[src/design/sfr_bank1_decode_defines.svh]
// Offsets, field positions, reset values and masks of the bank-one register decoder
// Overview of operation
// - Offset 80h reaches memory through the pointer
// - Mode 1001 redirects 93h to mask register
// - Clear and watchdog resets keep port latches
// - Reset clears port-B change flag, mismatch sets it again
// - Analog-selected pins read zero after reset
// - Unimplemented bits read zero, ignore writes
`ifndef SFR_BANK1_DECODE_DEFINES_SVH
`define SFR_BANK1_DECODE_DEFINES_SVH

`define OFS_INDIRECT_ACCESS_PORT  8'h80
`define OFS_PRESCALER_EDGE_CONFIG 8'h81
`define OFS_PROGRAM_COUNTER_LOW   8'h82
`define OFS_ALU_FLAGS_BANK_SELECT 8'h83
`define OFS_INDIRECT_POINTER      8'h84
`define OFS_PORT_A_DIRECTION      8'h85
`define OFS_PORT_B_DIRECTION      8'h86
`define OFS_PORT_C_DIRECTION      8'h87
`define OFS_PORT_D_DIRECTION      8'h88
`define OFS_PORT_E_DIRECTION      8'h89
`define OFS_PC_HIGH_LATCH         8'h8A
`define OFS_INTERRUPT_CONTROL     8'h8B
`define OFS_PERIPH_IRQ_ENABLE_1   8'h8C
`define OFS_PERIPH_IRQ_ENABLE_2   8'h8D
`define OFS_POWER_CONTROL         8'h8E
`define OFS_OSCILLATOR_CONTROL    8'h8F
`define OFS_OSCILLATOR_TUNING     8'h90
`define OFS_SERIAL_PORT_CONTROL_2 8'h91
`define OFS_TIMER2_PERIOD         8'h92
`define OFS_SERIAL_SLAVE_ADDRESS  8'h93
`define OFS_SERIAL_PORT_STATUS    8'h94
`define OFS_PORT_B_WEAK_PULLUP    8'h95
`define OFS_PORT_A_LATCH          8'hA0
`define OFS_PORT_B_LATCH          8'hA1
`define OFS_PORT_C_LATCH          8'hA2
`define OFS_PORT_D_LATCH          8'hA3
`define OFS_PORT_E_LATCH          8'hA4
`define OFS_ANALOG_SELECT_LOW     8'hA5
`define OFS_ANALOG_SELECT_HIGH    8'hA6
`define OFS_SERIAL_PORT_CONTROL   8'hA7
`define OFS_IRQ_STATUS            8'hA8
`define OFS_IRQ_MASK              8'hA9
`define OFS_PORT_A_PINS           8'hB0
`define OFS_PORT_B_PINS           8'hB1
`define OFS_PORT_C_PINS           8'hB2
`define OFS_PORT_D_PINS           8'hB3
`define OFS_PORT_E_PINS           8'hB4

`define RST_PRESCALER_EDGE_CONFIG 8'hFF
`define RST_PROGRAM_COUNTER_LOW   8'h00
`define RST_ALU_FLAGS_BANK_SELECT 8'h18
`define RST_INDIRECT_POINTER      8'h00
`define RST_PORT_DIRECTION        8'hFF
`define RST_PORT_E_DIRECTION      8'h0F
`define RST_PC_HIGH_LATCH         8'h00
`define RST_INTERRUPT_CONTROL     8'h00
`define RST_PERIPH_IRQ_ENABLE     8'h00
`define RST_POWER_CONTROL_POR     8'h10
`define RST_POWER_CONTROL_BOR     8'h12
`define RST_OSCILLATOR_CONTROL    8'h60
`define RST_OSCILLATOR_TUNING     8'h00
`define RST_SERIAL_PORT_CONTROL_2 8'h00
`define RST_TIMER2_PERIOD         8'hFF
`define RST_SERIAL_SLAVE_ADDRESS  8'h00
`define RST_SERIAL_ADDRESS_MASK   8'hFF
`define RST_SERIAL_PORT_STATUS    8'h00
`define RST_PORT_B_WEAK_PULLUP    8'hFF
`define RST_PORT_LATCH            8'h00
`define RST_ANALOG_SELECT         8'hFF
`define RST_SERIAL_PORT_CONTROL   8'h00
`define RST_IRQ                   8'h00

`define MSK_ALU_FLAGS_WR          8'hE7
`define MSK_PC_HIGH_LATCH         8'h1F
`define MSK_PORT_E                8'h0F
`define MSK_PERIPH_IRQ_ENABLE_1   8'h7F
`define MSK_PERIPH_IRQ_ENABLE_2   8'hFD
`define MSK_POWER_CONTROL         8'h33
`define MSK_POWER_FLAGS           8'h03
`define MSK_OSCILLATOR_CONTROL_WR 8'h71
`define MSK_OSCILLATOR_TUNING     8'h1F
`define MSK_SERIAL_STATUS_WR      8'hC0
`define MSK_IRQ                   8'h03

`define BIT_PORT_B_CHANGE_FLAG    0
`define BIT_INDIRECT_BANK         7
`define SERIAL_MODE_MASK_ACCESS   4'h9
`define IRQ_BIT_PORT_B_CHANGE     0
`define IRQ_BIT_WARM_RESET        1

`endif

[src/design/sfr_bank1_decode_pkg.sv]
// Types of the bank-one register decoder
package sfr_bank1_decode_pkg;

	typedef struct packed {
		logic [7:0] prescaler_edge_config;
		logic [7:0] program_counter_low;
		logic [7:0] alu_flags_bank_select;
		logic [7:0] indirect_pointer;
		logic [7:0] port_a_direction;
		logic [7:0] port_b_direction;
		logic [7:0] port_c_direction;
		logic [7:0] port_d_direction;
		logic [7:0] port_e_direction;
		logic [7:0] program_counter_high_latch;
		logic [7:0] interrupt_control;
		logic [7:0] peripheral_irq_enable_1;
		logic [7:0] peripheral_irq_enable_2;
		logic [7:0] power_control;
		logic [7:0] oscillator_control;
		logic [7:0] oscillator_tuning;
		logic [7:0] serial_port_control_2;
		logic [7:0] timer2_period;
		logic [7:0] serial_slave_address;
		logic [7:0] serial_address_mask;
		logic [7:0] serial_port_status;
		logic [7:0] port_b_weak_pullup;
		logic [7:0] port_a_latch;
		logic [7:0] port_b_latch;
		logic [7:0] port_c_latch;
		logic [7:0] port_d_latch;
		logic [7:0] port_e_latch;
		logic [7:0] analog_select_low;
		logic [7:0] analog_select_high;
		logic [7:0] serial_port_control;
		logic [7:0] port_b_snapshot;
		logic [7:0] irq_status;
		logic [7:0] irq_mask;
		logic [7:0] rd_data;
	} state_type;

endpackage

[src/design/sfr_bank1_decode.sv]
// Bank-one special-function register decoder with indirect access and port read gating
`timescale 1ns/1ps
`include "sfr_bank1_decode_defines.svh"

module sfr_bank1_decode (
	// Clock and reset
	input  wire logic       core_clk_i,
	input  wire logic       rst_n_i,
	// Reset cause, valid while rst_n_i is low
	input  wire logic       reset_por_i,
	input  wire logic       reset_bor_i,
	// Register port
	input  wire logic [7:0] addr_i,
	input  wire logic [7:0] wr_data_i,
	input  wire logic       wr_en_i,
	input  wire logic       rd_en_i,
	output logic      [7:0] rd_data_o,
	// Data memory reached through the pointer
	output logic      [8:0] dmem_addr_o,
	output logic      [7:0] dmem_wdata_o,
	output logic            dmem_we_o,
	output logic            dmem_re_o,
	input  wire logic [7:0] dmem_rdata_i,
	// Peripheral-owned status bits
	input  wire logic       timeout_flag_i,
	input  wire logic       powerdown_flag_i,
	input  wire logic [2:0] osc_status_i,
	input  wire logic [5:0] serial_status_i,
	// Port pins
	input  wire logic [7:0] port_a_pins_i,
	input  wire logic [7:0] port_b_pins_i,
	input  wire logic [7:0] port_c_pins_i,
	input  wire logic [7:0] port_d_pins_i,
	input  wire logic [7:0] port_e_pins_i,
	// Configuration to the core and peripherals
	output logic      [7:0] port_a_direction_o,
	output logic      [7:0] port_b_direction_o,
	output logic      [7:0] port_c_direction_o,
	output logic      [7:0] port_d_direction_o,
	output logic      [7:0] port_e_direction_o,
	output logic      [7:0] port_a_latch_o,
	output logic      [7:0] port_b_latch_o,
	output logic      [7:0] port_c_latch_o,
	output logic      [7:0] port_d_latch_o,
	output logic      [7:0] port_e_latch_o,
	output logic      [7:0] port_b_weak_pullup_o,
	output logic      [7:0] prescaler_edge_config_o,
	output logic      [7:0] interrupt_control_o,
	output logic      [7:0] timer2_period_o,
	output logic      [7:0] serial_slave_address_o,
	output logic      [7:0] serial_address_mask_o,
	output logic      [3:0] serial_port_mode_field_o,
	// Interrupt
	output logic            irq_o
);

	sfr_bank1_decode_pkg::state_type state_q;
	sfr_bank1_decode_pkg::state_type state_d;

	logic [7:0] port_b_digital;
	logic       mismatch;
	logic       flag_now;
	logic       mask_access;
	logic       wr_indirect;
	logic       rd_indirect;

	// Analog-selected pins read as zero, no matter what the pad shows
	function automatic logic [7:0] port_read(input logic [7:0] pins, input logic [7:0] analog);
		port_read = pins & ~analog;
	endfunction

	// The mode field decides which register answers at the shared offset
	function automatic logic is_mask_access(input logic [7:0] ctrl);
		is_mask_access = (ctrl[3:0] == `SERIAL_MODE_MASK_ACCESS);
	endfunction

	assign mask_access = is_mask_access(state_q.serial_port_control);
	assign wr_indirect = wr_en_i && (addr_i == `OFS_INDIRECT_ACCESS_PORT);
	assign rd_indirect = rd_en_i && (addr_i == `OFS_INDIRECT_ACCESS_PORT);

	// No storage at the indirect offset; the access goes straight to memory
	assign dmem_addr_o  = {state_q.alu_flags_bank_select[`BIT_INDIRECT_BANK], state_q.indirect_pointer};
	assign dmem_wdata_o = wr_data_i;
	assign dmem_we_o    = wr_indirect;
	assign dmem_re_o    = rd_indirect;

	// Change detection only on digital pins, so an analog pin cannot raise the flag
	assign port_b_digital = port_read(port_b_pins_i, state_q.analog_select_high);
	assign mismatch       = (port_b_digital != state_q.port_b_snapshot);

	always_comb
	begin
		state_d  = state_q;
		flag_now = state_q.interrupt_control[`BIT_PORT_B_CHANGE_FLAG];

		// Register writes; bits that are not implemented are masked off
		if (wr_en_i)
		begin
			case (addr_i)
				`OFS_PRESCALER_EDGE_CONFIG: state_d.prescaler_edge_config = wr_data_i;
				`OFS_PROGRAM_COUNTER_LOW:   state_d.program_counter_low = wr_data_i;
				`OFS_ALU_FLAGS_BANK_SELECT: state_d.alu_flags_bank_select = wr_data_i & `MSK_ALU_FLAGS_WR;
				`OFS_INDIRECT_POINTER:      state_d.indirect_pointer = wr_data_i;
				`OFS_PORT_A_DIRECTION:      state_d.port_a_direction = wr_data_i;
				`OFS_PORT_B_DIRECTION:      state_d.port_b_direction = wr_data_i;
				`OFS_PORT_C_DIRECTION:      state_d.port_c_direction = wr_data_i;
				`OFS_PORT_D_DIRECTION:      state_d.port_d_direction = wr_data_i;
				`OFS_PORT_E_DIRECTION:      state_d.port_e_direction = wr_data_i & `MSK_PORT_E;
				`OFS_PC_HIGH_LATCH:         state_d.program_counter_high_latch = wr_data_i & `MSK_PC_HIGH_LATCH;
				`OFS_INTERRUPT_CONTROL:     state_d.interrupt_control = wr_data_i;
				`OFS_PERIPH_IRQ_ENABLE_1:   state_d.peripheral_irq_enable_1 = wr_data_i & `MSK_PERIPH_IRQ_ENABLE_1;
				`OFS_PERIPH_IRQ_ENABLE_2:   state_d.peripheral_irq_enable_2 = wr_data_i & `MSK_PERIPH_IRQ_ENABLE_2;
				`OFS_POWER_CONTROL:         state_d.power_control = wr_data_i & `MSK_POWER_CONTROL;
				`OFS_OSCILLATOR_CONTROL:    state_d.oscillator_control = wr_data_i & `MSK_OSCILLATOR_CONTROL_WR;
				`OFS_OSCILLATOR_TUNING:     state_d.oscillator_tuning = wr_data_i & `MSK_OSCILLATOR_TUNING;
				`OFS_SERIAL_PORT_CONTROL_2: state_d.serial_port_control_2 = wr_data_i;
				`OFS_TIMER2_PERIOD:         state_d.timer2_period = wr_data_i;
				`OFS_SERIAL_SLAVE_ADDRESS:
				begin
					if (mask_access)
						state_d.serial_address_mask = wr_data_i;
					else
						state_d.serial_slave_address = wr_data_i;
				end
				`OFS_SERIAL_PORT_STATUS:    state_d.serial_port_status = wr_data_i & `MSK_SERIAL_STATUS_WR;
				`OFS_PORT_B_WEAK_PULLUP:    state_d.port_b_weak_pullup = wr_data_i;
				`OFS_PORT_A_LATCH:          state_d.port_a_latch = wr_data_i;
				`OFS_PORT_B_LATCH:          state_d.port_b_latch = wr_data_i;
				`OFS_PORT_C_LATCH:          state_d.port_c_latch = wr_data_i;
				`OFS_PORT_D_LATCH:          state_d.port_d_latch = wr_data_i;
				`OFS_PORT_E_LATCH:          state_d.port_e_latch = wr_data_i & `MSK_PORT_E;
				`OFS_ANALOG_SELECT_LOW:     state_d.analog_select_low = wr_data_i;
				`OFS_ANALOG_SELECT_HIGH:    state_d.analog_select_high = wr_data_i;
				`OFS_SERIAL_PORT_CONTROL:   state_d.serial_port_control = wr_data_i;
				`OFS_IRQ_STATUS:            state_d.irq_status = state_q.irq_status & ~wr_data_i;
				`OFS_IRQ_MASK:              state_d.irq_mask = wr_data_i & `MSK_IRQ;
				default:                    state_d.rd_data = state_q.rd_data;
			endcase
		end

		// Reading the port-B pins re-arms the change detector
		if (rd_en_i && (addr_i == `OFS_PORT_B_PINS))
			state_d.port_b_snapshot = port_b_digital;

		// The hardware set wins over a software clear in the same cycle
		if (mismatch)
			state_d.interrupt_control[`BIT_PORT_B_CHANGE_FLAG] = 1'b1;
		if (state_d.interrupt_control[`BIT_PORT_B_CHANGE_FLAG] && !flag_now)
			state_d.irq_status[`IRQ_BIT_PORT_B_CHANGE] = 1'b1;

		// Read data, one cycle after the strobe
		state_d.rd_data = 8'h00;
		if (rd_en_i)
		begin
			case (addr_i)
				`OFS_INDIRECT_ACCESS_PORT:  state_d.rd_data = dmem_rdata_i;
				`OFS_PRESCALER_EDGE_CONFIG: state_d.rd_data = state_q.prescaler_edge_config;
				`OFS_PROGRAM_COUNTER_LOW:   state_d.rd_data = state_q.program_counter_low;
				`OFS_ALU_FLAGS_BANK_SELECT: state_d.rd_data = {state_q.alu_flags_bank_select[7:5], timeout_flag_i,
					powerdown_flag_i, state_q.alu_flags_bank_select[2:0]};
				`OFS_INDIRECT_POINTER:      state_d.rd_data = state_q.indirect_pointer;
				`OFS_PORT_A_DIRECTION:      state_d.rd_data = state_q.port_a_direction;
				`OFS_PORT_B_DIRECTION:      state_d.rd_data = state_q.port_b_direction;
				`OFS_PORT_C_DIRECTION:      state_d.rd_data = state_q.port_c_direction;
				`OFS_PORT_D_DIRECTION:      state_d.rd_data = state_q.port_d_direction;
				`OFS_PORT_E_DIRECTION:      state_d.rd_data = state_q.port_e_direction;
				`OFS_PC_HIGH_LATCH:         state_d.rd_data = state_q.program_counter_high_latch;
				`OFS_INTERRUPT_CONTROL:     state_d.rd_data = state_q.interrupt_control;
				`OFS_PERIPH_IRQ_ENABLE_1:   state_d.rd_data = state_q.peripheral_irq_enable_1;
				`OFS_PERIPH_IRQ_ENABLE_2:   state_d.rd_data = state_q.peripheral_irq_enable_2;
				`OFS_POWER_CONTROL:         state_d.rd_data = state_q.power_control;
				`OFS_OSCILLATOR_CONTROL:    state_d.rd_data = state_q.oscillator_control | {4'h0, osc_status_i, 1'b0};
				`OFS_OSCILLATOR_TUNING:     state_d.rd_data = state_q.oscillator_tuning;
				`OFS_SERIAL_PORT_CONTROL_2: state_d.rd_data = state_q.serial_port_control_2;
				`OFS_TIMER2_PERIOD:         state_d.rd_data = state_q.timer2_period;
				`OFS_SERIAL_SLAVE_ADDRESS:  state_d.rd_data = mask_access ? state_q.serial_address_mask
					: state_q.serial_slave_address;
				`OFS_SERIAL_PORT_STATUS:    state_d.rd_data = {state_q.serial_port_status[7:6], serial_status_i};
				`OFS_PORT_B_WEAK_PULLUP:    state_d.rd_data = state_q.port_b_weak_pullup;
				`OFS_PORT_A_LATCH:          state_d.rd_data = state_q.port_a_latch;
				`OFS_PORT_B_LATCH:          state_d.rd_data = state_q.port_b_latch;
				`OFS_PORT_C_LATCH:          state_d.rd_data = state_q.port_c_latch;
				`OFS_PORT_D_LATCH:          state_d.rd_data = state_q.port_d_latch;
				`OFS_PORT_E_LATCH:          state_d.rd_data = state_q.port_e_latch;
				`OFS_ANALOG_SELECT_LOW:     state_d.rd_data = state_q.analog_select_low;
				`OFS_ANALOG_SELECT_HIGH:    state_d.rd_data = state_q.analog_select_high;
				`OFS_SERIAL_PORT_CONTROL:   state_d.rd_data = state_q.serial_port_control;
				`OFS_IRQ_STATUS:            state_d.rd_data = state_q.irq_status;
				`OFS_IRQ_MASK:              state_d.rd_data = state_q.irq_mask;
				`OFS_PORT_A_PINS:           state_d.rd_data = port_read(port_a_pins_i, state_q.analog_select_low);
				`OFS_PORT_B_PINS:           state_d.rd_data = port_b_digital;
				`OFS_PORT_C_PINS:           state_d.rd_data = port_c_pins_i;
				`OFS_PORT_D_PINS:           state_d.rd_data = port_d_pins_i;
				`OFS_PORT_E_PINS:           state_d.rd_data = port_e_pins_i & `MSK_PORT_E;
				default:                    state_d.rd_data = 8'h00;
			endcase
		end

		// Any reset: the registers below take their listed values; latches, snapshot, IRQ status and mask and power control depend on the cause
		if (!rst_n_i)
		begin
			state_d.prescaler_edge_config      = `RST_PRESCALER_EDGE_CONFIG;
			state_d.program_counter_low        = `RST_PROGRAM_COUNTER_LOW;
			state_d.alu_flags_bank_select      = `RST_ALU_FLAGS_BANK_SELECT;
			state_d.indirect_pointer           = `RST_INDIRECT_POINTER;
			state_d.port_a_direction           = `RST_PORT_DIRECTION;
			state_d.port_b_direction           = `RST_PORT_DIRECTION;
			state_d.port_c_direction           = `RST_PORT_DIRECTION;
			state_d.port_d_direction           = `RST_PORT_DIRECTION;
			state_d.port_e_direction           = `RST_PORT_E_DIRECTION;
			state_d.program_counter_high_latch = `RST_PC_HIGH_LATCH;
			state_d.interrupt_control          = `RST_INTERRUPT_CONTROL;
			state_d.peripheral_irq_enable_1    = `RST_PERIPH_IRQ_ENABLE;
			state_d.peripheral_irq_enable_2    = `RST_PERIPH_IRQ_ENABLE;
			state_d.oscillator_control         = `RST_OSCILLATOR_CONTROL;
			state_d.oscillator_tuning          = `RST_OSCILLATOR_TUNING;
			state_d.serial_port_control_2      = `RST_SERIAL_PORT_CONTROL_2;
			state_d.timer2_period              = `RST_TIMER2_PERIOD;
			state_d.serial_slave_address       = `RST_SERIAL_SLAVE_ADDRESS;
			state_d.serial_address_mask        = `RST_SERIAL_ADDRESS_MASK;
			state_d.serial_port_status         = `RST_SERIAL_PORT_STATUS;
			state_d.port_b_weak_pullup         = `RST_PORT_B_WEAK_PULLUP;
			state_d.analog_select_low          = `RST_ANALOG_SELECT;
			state_d.analog_select_high         = `RST_ANALOG_SELECT;
			state_d.serial_port_control        = `RST_SERIAL_PORT_CONTROL;
			state_d.rd_data                    = 8'h00;
			if (reset_por_i || reset_bor_i)
			begin
				// Power flags record which supply event caused the reset
				state_d.power_control = reset_por_i ? `RST_POWER_CONTROL_POR : `RST_POWER_CONTROL_BOR;
				state_d.port_a_latch    = `RST_PORT_LATCH;
				state_d.port_b_latch    = `RST_PORT_LATCH;
				state_d.port_c_latch    = `RST_PORT_LATCH;
				state_d.port_d_latch    = `RST_PORT_LATCH;
				state_d.port_e_latch    = `RST_PORT_LATCH;
				state_d.port_b_snapshot = `RST_PORT_LATCH;
				state_d.irq_status      = `RST_IRQ;
				state_d.irq_mask        = `RST_IRQ;
			end
			else
			begin
				// Clear or watchdog reset: latches, snapshot and power flags survive
				state_d.power_control = (state_q.power_control & `MSK_POWER_FLAGS)
					| (`RST_POWER_CONTROL_POR & ~`MSK_POWER_FLAGS);
				state_d.irq_status[`IRQ_BIT_WARM_RESET] = 1'b1;
			end
		end
	end

	always_ff @(posedge core_clk_i)
	begin
		state_q <= state_d;
	end

	assign rd_data_o                = state_q.rd_data;
	assign port_a_direction_o       = state_q.port_a_direction;
	assign port_b_direction_o       = state_q.port_b_direction;
	assign port_c_direction_o       = state_q.port_c_direction;
	assign port_d_direction_o       = state_q.port_d_direction;
	assign port_e_direction_o       = state_q.port_e_direction;
	assign port_a_latch_o           = state_q.port_a_latch;
	assign port_b_latch_o           = state_q.port_b_latch;
	assign port_c_latch_o           = state_q.port_c_latch;
	assign port_d_latch_o           = state_q.port_d_latch;
	assign port_e_latch_o           = state_q.port_e_latch;
	assign port_b_weak_pullup_o     = state_q.port_b_weak_pullup;
	assign prescaler_edge_config_o  = state_q.prescaler_edge_config;
	assign interrupt_control_o      = state_q.interrupt_control;
	assign timer2_period_o          = state_q.timer2_period;
	assign serial_slave_address_o   = state_q.serial_slave_address;
	assign serial_address_mask_o    = state_q.serial_address_mask;
	assign serial_port_mode_field_o = state_q.serial_port_control[3:0];
	assign irq_o                    = |(state_q.irq_status & state_q.irq_mask);

endmodule // sfr_bank1_decode

[config.mk]
export PLATFORM = sky130hd
export DESIGN_NAME = sfr_bank1_decode
export DESIGN_NICKNAME = d
export VERILOG_FILES = /design/src/design/sfr_bank1_decode_pkg.sv /design/src/design/sfr_bank1_decode.sv
export VERILOG_INCLUDE_DIRS = /design/src /design/src/design
export SDC_FILE = /design/constraint.sdc
export NUM_CORES = 1
export LEC_CHECK = 0
export ABC_AREA = 0
export BUFFER_PORTS_ARGS = -buffer_cell sky130_fd_sc_hd__buf_2
export CORE_MARGIN = 8
export CORE_UTILIZATION = 50
export DETAILED_ROUTE_END_ITERATION = 12
export PLACE_DENSITY = 0.73
export SYNTH_ARGS = -nofsm -noshare
export SYNTH_HDL_FRONTEND = slang
export SYNTH_SLANG_ARGS = --single-unit
[constraint.sdc]
create_clock -name core_clk_i -period 3.18 [get_ports core_clk_i]
set_input_delay 0.159 -clock core_clk_i [delete_from_list [all_inputs] [get_ports core_clk_i]]
set_output_delay 0.159 -clock core_clk_i [all_outputs]
set_load 0.01 [all_outputs]
==> flow_summary.yaml, run 1 <==
outcome:
  outcome: "finished, final reports clean"
global_routing:
  use_met2_pct: 49.4
  grt.overflow.total: 0
  first_global_vias: 12000
  use_met3_pct: 5.50
  grt_max_degree: 67
  antenna_found_initial: 1
  top_usage_layer: "met2"
  met1_usage_pct: 42.1
  track_usage_pct: 31.9
  grt_pass1_wl_mm: 77.1
timing:
  setup_viol: 0
  finalSetupTns_ns: 0
  rsz0062_at_grt: "false"
  worstMarginPinSlew_ns: 0.956
  skew_ns: 0.0104
  max_slew_margin_pct: 36.3
  period_share_pct: 73.6
  drv_slew: 0
  final_hold_viol_count: 0
  period_minus_slack_ns: 2.34
  fmax_mhz: 427
cts:
  insertion_delay_ns: 0.54
  clockRootBuffer: "clkbuf_16"
  tritoncts: "built"
  numCtsBuffers: 26
  htreeDepth: 1
  path_clk_slew_ns: 0.06
  clock_sinks: 244
  clockBufferDepth: 3
yosys:
  synth_seq_area_share_pct: 37.1
  ys.flop_type: "dfxtp_1"
  synth-async-reset-ratio_pct: 0
  yosysUniqueCellTypes: 89
  yosys.area.top_type: "dfxtp_1"
  synth_edf_count: 5
  synth_area_mm2: 0.0133
  postSynthRegisterBits: 244
  yosysWarnings: 0
  ys_top_cells_by_area: "dfxtp_1 36%, buf_4 9.5%, mux2i_1 8.7%, nand2_1 7.8%, nand3_1 5.7%"
  yosysTopAreaCellShare_pct: 36.0
  syn-mean-instance-area_um2: 8.32
  syn_inst: 1598
critical_path:
  r2r_end: "rd_data_o[7]"
  critPathSlowestCell: "nor4bb_2"
  cp-end-kind: "flop"
  startpoint_type: "flop"
  cp.required_ns: 3.58
  reg2reg_depth: 6
  path_class: "reg -> reg"
  timing.rr.start: "serial_port_mode_field_o[0]"
  reg2reg_slack_ns: 0.84
  critical_path.max_stage_delay_ns: 0.51
  critPathBufInv: 1
  path_delay_family: "compound AO/OA/AOI/OAI gates"
  cp_data_arrival_time_ns: 2.74
  worstPathMaxFanout: 6
  crit_chain: "nor4bb_2, buf_4, mux2i_1, o21ai_0, a211oi_1, a31oi_1"
routing:
  drtPass1Iterations: 6
  dr.first_iter.drc_count: 1825
  avgViaCountPerCell: 6.31
  ant_nets: 0
  finalWirelength_mm: 52.5
  wl_per_cell_um: 26.3
  vias: 12600
  remaining_drc_errors: 0
job:
  drv_cap: 0
die:
  num_rows: 59
  io_pins: 241
  die_y_um: 179
  fp.coreArea_mm2: 0.0261
  dieArea_mm2: 0.0321
  start_util_pct: 51.0
  die_width_um: 179
final_layout:
  n_antenna_cell: 0
  layout_common_cells: "277 x nand2_1, 239 x dfxtp_1, 231 x buf_2, 152 x nand3_1, 116 x mux2i_1"
  largest_register_ffs: 99
  final_nets: 1720
  drive_gt1_share_pct: 22.4
  layout_commonest_cell: "nand2_1"
  nFillCells: 2377
  seqCellArea_mm2: 0.00493
  finalNonFillerCells: 1993
  regMostFlops: "state_q"
  area_growth_pct: 9.23
  multi_input_area_mm2: 0.00664
worst_hold_path:
  holdPathEnd: "port_e_direction_o[3]"
  min_path_type: "in -> reg"
  hold_path_startpoint: "rst_n_i"
  whs_path_depth: 2
power_and_ir_drop:
  total_leakage_power_nw: 6.13
  power.density_mw_per_mm2: 460
  ir_drop_mv: 0.433
  p_total_w: 0.00668
place:
  dp_cells: 1943
  gp_congestion: 1.04
  place.port_buffers: 232
  hpwlAfterDp_mm: 38.4
-- stage by stage --
stage               setup WS (ns)  util (%)  hold WS, ns  area, um2
finish                      0.839      55.7       0.0976      14500
global route                0.743      55.7        0.125      14500
CTS                         0.873      55.7       0.0781      14500
detailed placement          0.591      52.4        0.439      13600
global placement            0.627      52.4        0.437      13600
floorplan                    1.21         -        0.325      13300
-- cells in the mapped netlist (4+ instances only) --
library cell / n
mux2i_1: 116
a31oi_1: 9
nor3_1: 15
a21oi_1: 54
mux2_2: 5
edfxtp_1: 5
dfxtp_1: 239
o211ai_1: 11
a21boi_0: 34
a221oi_1: 7
inv_1: 10
xnor2_1: 8
buf_2: 34
nor4bb_1: 4
nor4_1: 9
nand3_2: 7
a22oi_1: 38
nand4_1: 5
nand3b_1: 5
o31ai_1: 5
buf_6: 5
and2_1: 12
o32ai_1: 4
nand2_1: 277
o21ai_0: 44
a32oi_1: 14
a22o_1: 8
clkbuf_1: 70
nand3_1: 152
and3_1: 17
o22ai_1: 5
nor2_1: 56
buf_4: 169
nor2b_1: 63
-- cells by family (layout without fill, tap and decap cells) --
family                    Yosys count  after routing  share of synthesized area (%)
muxes                             124            124                           9.61
xor gates and xnor gates            9              9                          0.593
DFF                               244            244                           37.1
other                               1              4                         0.0282
AOI/OAI and AO/OA                 269            269                           14.0
buffers and inverters             292            349                           13.6
and+or+nand+nor                   659            659                           25.0
-- routing by layer --
layer  part of all wire [%]  vias to the layer above
met1                     39                     6053
li1                       -                     5517
met2                     45                      854
met5                      0                        -
met3                     10                      159
met4                    5.7                        0
-- worst max path at each step --
stage	from	to	slack [ns]	depth (start not counted)
after CTS	serial_port_mode_field_o[3]	rd_data_o[7]	0.87	6
after detailed placement	addr_i[1]	state_q[16]	0.59	8
after global placement	addr_i[1]	state_q[16]	0.63	8
after floorplan	addr_i[6]	state_q[16]	1.21	7
final	serial_port_mode_field_o[0]	rd_data_o[7]	0.84	6
after global routing	serial_port_mode_field_o[3]	rd_data_o[7]	0.74	6
-- final cells by class --
class / count / area share [%]
clock inverter: 8 / 0.534
sequential: 244 / 34.0
clock buffer: 39 / 5.31
tap: 335 / 2.89
multi-input combinational: 1065 / 45.7
inverter: 10 / 0.258
timing repair buffer: 292 / 11.3
-- power breakdown --
| part | total (W) | leakage [nW] | internal [W] | switching [W] |
|---|---|---|---|---|
| registers | 0.00309 | 1.98 | 0.00308 | 0.00000754 |
| clock network | 0.00304 | 0.417 | 0.00176 | 0.00128 |
| logic | 0.000555 | 3.74 | 0.000166 | 0.000390 |
| total | 0.00668 | 6.13 | 0.00500 | 0.00168 |
-- timing repair --
item	CTS	global route
hold buffers	3	0
gates resized for setup	0	0
endpoints found under the hold margin	2	0
buffers inserted	0	0
Power figures use the tool's default switching activity.
==> run 2: changes to the inputs <==
==> constraint.sdc (replaced) <==
create_clock -name core_clk_i -period 2.3 [get_ports core_clk_i]
set_input_delay 0.115 -clock core_clk_i [delete_from_list [all_inputs] [get_ports core_clk_i]]
set_output_delay 0.115 -clock core_clk_i [all_outputs]
set_load 0.01 [all_outputs]
==> run 2 against run 1 <==
  * Cell count is 3.3% higher
  * Via count rose by 2.2%
  * Routed wire length up 4.3%
  * Setup slack worse by 0.70 ns
  * Sequential cell count stayed put
  * Clock skew grew 0.0016 ns
  * First-iteration DRC count increased by 0.82%
  * Global-route usage up 1.4 points
  * Clock power up 31%
  * Non-clock buffer count increased by 71
  * Critical path type unchanged
  * Critical endpoint is now rd_data_o[3]
==> flow_summary.yaml, run 2 (synthesized netlist as in run 1, its figures left out) <==
outcome:
  outcome: "finished, final reports clean"
critical_path:
  critPathSlowestCell: "or4_1"
  critical_path.max_stage_delay_ns: 0.55
  worstPathMaxFanout: 3
  reg2reg_depth: 6
  cp_data_arrival_time_ns: 2.55
  crit_chain: "nor2b_1, a22oi_1, nor2_1, or4_1, nor4_1, a41oi_1"
  cp.required_ns: 2.69
  cp-end-kind: "flop"
  path_class: "reg -> reg"
  path_delay_family: "simple AND/OR/NAND/NOR gates"
  critPathBufInv: 0
  cp_num_cells: 6
  startpoint_type: "flop"
timing:
  setup_viol: 0
  period_minus_slack_ns: 2.16
  skew_ns: 0.0120
  worstMarginPinSlew_ns: 0.964
  finalSetupTns_ns: 0
  rsz0062_at_grt: "false"
  final_hold_viol_count: 0
  max_slew_margin_pct: 35.8
  period_share_pct: 93.8
  drv_slew: 0
  fmax_mhz: 464
final_layout:
  layout_common_cells: "277 x nand2_1, 239 x dfxtp_1, 231 x buf_2, 152 x nand3_1, 117 x buf_4"
  finalInstanceArea_mm2: 0.0151
  largest_register_ffs: 99
  regMostFlops: "state_q"
  fin_util_pct: 58.0
  area_growth_pct: 13.7
  final_nets: 1791
  n_antenna_cell: 0
  layout_commonest_cell: "nand2_1"
  drive_gt1_share_pct: 25.2
place:
  placed_cell_area_mm2: 0.0143
  place.port_buffers: 232
  gp_congestion: 1.05
  hpwlAfterDp_mm: 40.8
worst_hold_path:
  min_path_type: "in -> reg"
  whs_path_depth: 2
routing:
  ant_nets: 0
  avgViaCountPerCell: 6.24
  vias: 12900
  wl_per_cell_um: 26.6
  dr.first_iter.drc_count: 1840
  drtPass1Iterations: 9
  finalWirelength_mm: 54.8
  remaining_drc_errors: 0
cts:
  tritoncts: "built"
  ctsResizeCount: 0
  clock_sinks: 244
  clockRootBuffer: "clkbuf_16"
  path_clk_slew_ns: 0.06
  htreeDepth: 1
  clockBufferDepth: 3
  numCtsBuffers: 26
  insertion_delay_ns: 0.55
die:
  die_width_um: 179
  start_util_pct: 51.0
  num_rows: 59
  fp.coreArea_mm2: 0.0261
  die_y_um: 179
  dieArea_mm2: 0.0321
  io_pins: 241
global_routing:
  first_global_vias: 12500
  track_usage_pct: 33.2
  grt_max_degree: 76
  antenna_found_initial: 0
  grt.overflow.total: 0
  grt_pass1_wl_mm: 80.0
power_and_ir_drop:
  ir_drop_mv: 0.615
  power_frac_comb_pct: 9.4
  total_leakage_power_nw: 6.48
  netSwitchingFraction_pct: 25.0
  p_int_w: 0.00683
  power.density_mw_per_mm2: 603
  seqPwrFrac_pct: 46.8
  p_sw_w: 0.00228
  p_total_w: 0.00911
  clkPwrFrac_pct: 43.8
job:
  drv_cap: 0
-- run 2: metrics by stage --
step / hold slack (ns) / cells / worst slack, ns
3_5_place_dp: 0.441 / 2014 / -0.00729
6_report: 0.0623 / 2059 / 0.143
2_1_floorplan: 0.281 / 1601 / 0.375
4_1_cts: 0.0424 / 2059 / 0.212
3_3_place_gp: 0.441 / 2014 / 0.0253
5_1_grt: 0.0742 / 2059 / 0.113
-- run 2: path summary, 6_finish.rpt --
kind	slack, ns	endpoint	start
worst max register to register	0.14	rd_data_o[3]	state_q[43]
worst max-delay path	0.14	rd_data_o[3]	state_q[43]
worst min-delay path	0.06	port_d_direction_o[2]	rst_n_i
worst min register to register	0.46	state_q[22]	state_q[22]
-- run 2: cell type report --
type / count / area (um2)
fill: 2391 / 10900
inverter: 10 / 37.5
sequential: 244 / 4930
timing repair buffer: 363 / 2300
clock buffer: 41 / 778
tap: 335 / 419
multi-input combinational: 1065 / 6640
clock inverter: 1 / 5.00
-- run 2: worst reg2reg max path: stages (launching register included) --
cell and delay (ns):
dfxtp_1 0.41, nor2b_1 0.21, a22oi_1 0.20, nor2_1 0.06, or4_1 0.55, nor4_1 0.40
a41oi_1 0.18
-- run 2: power groups by stage --
stage	sequential, W	combinational (W)	clock, W
2_1_floorplan	0.00436	0.000446	0
3_3_place_gp	0.00436	0.000820	0
3_5_place_dp	0.00436	0.000822	0
4_1_cts	0.00427	0.000828	0.00402
5_1_grt	0.00427	0.000883	0.00417
6_report	0.00427	0.000857	0.00399
-- run 2: repair_timing --
| item | CTS | global route |
|---|---|---|
| endpoints found under the setup margin | 0 | 0 |
| hold endpoints to repair | 4 | 0 |
| setup buffers | 0 | 0 |
| hold buffers | 3 | 0 |
-- run 2: routing by layer --
metal,share of wire [%],GRT usage (%)
met1,39,42.0
met4,6.5,18.2
met2,45,53.1
met3,9.8,5.88
met5,0,0
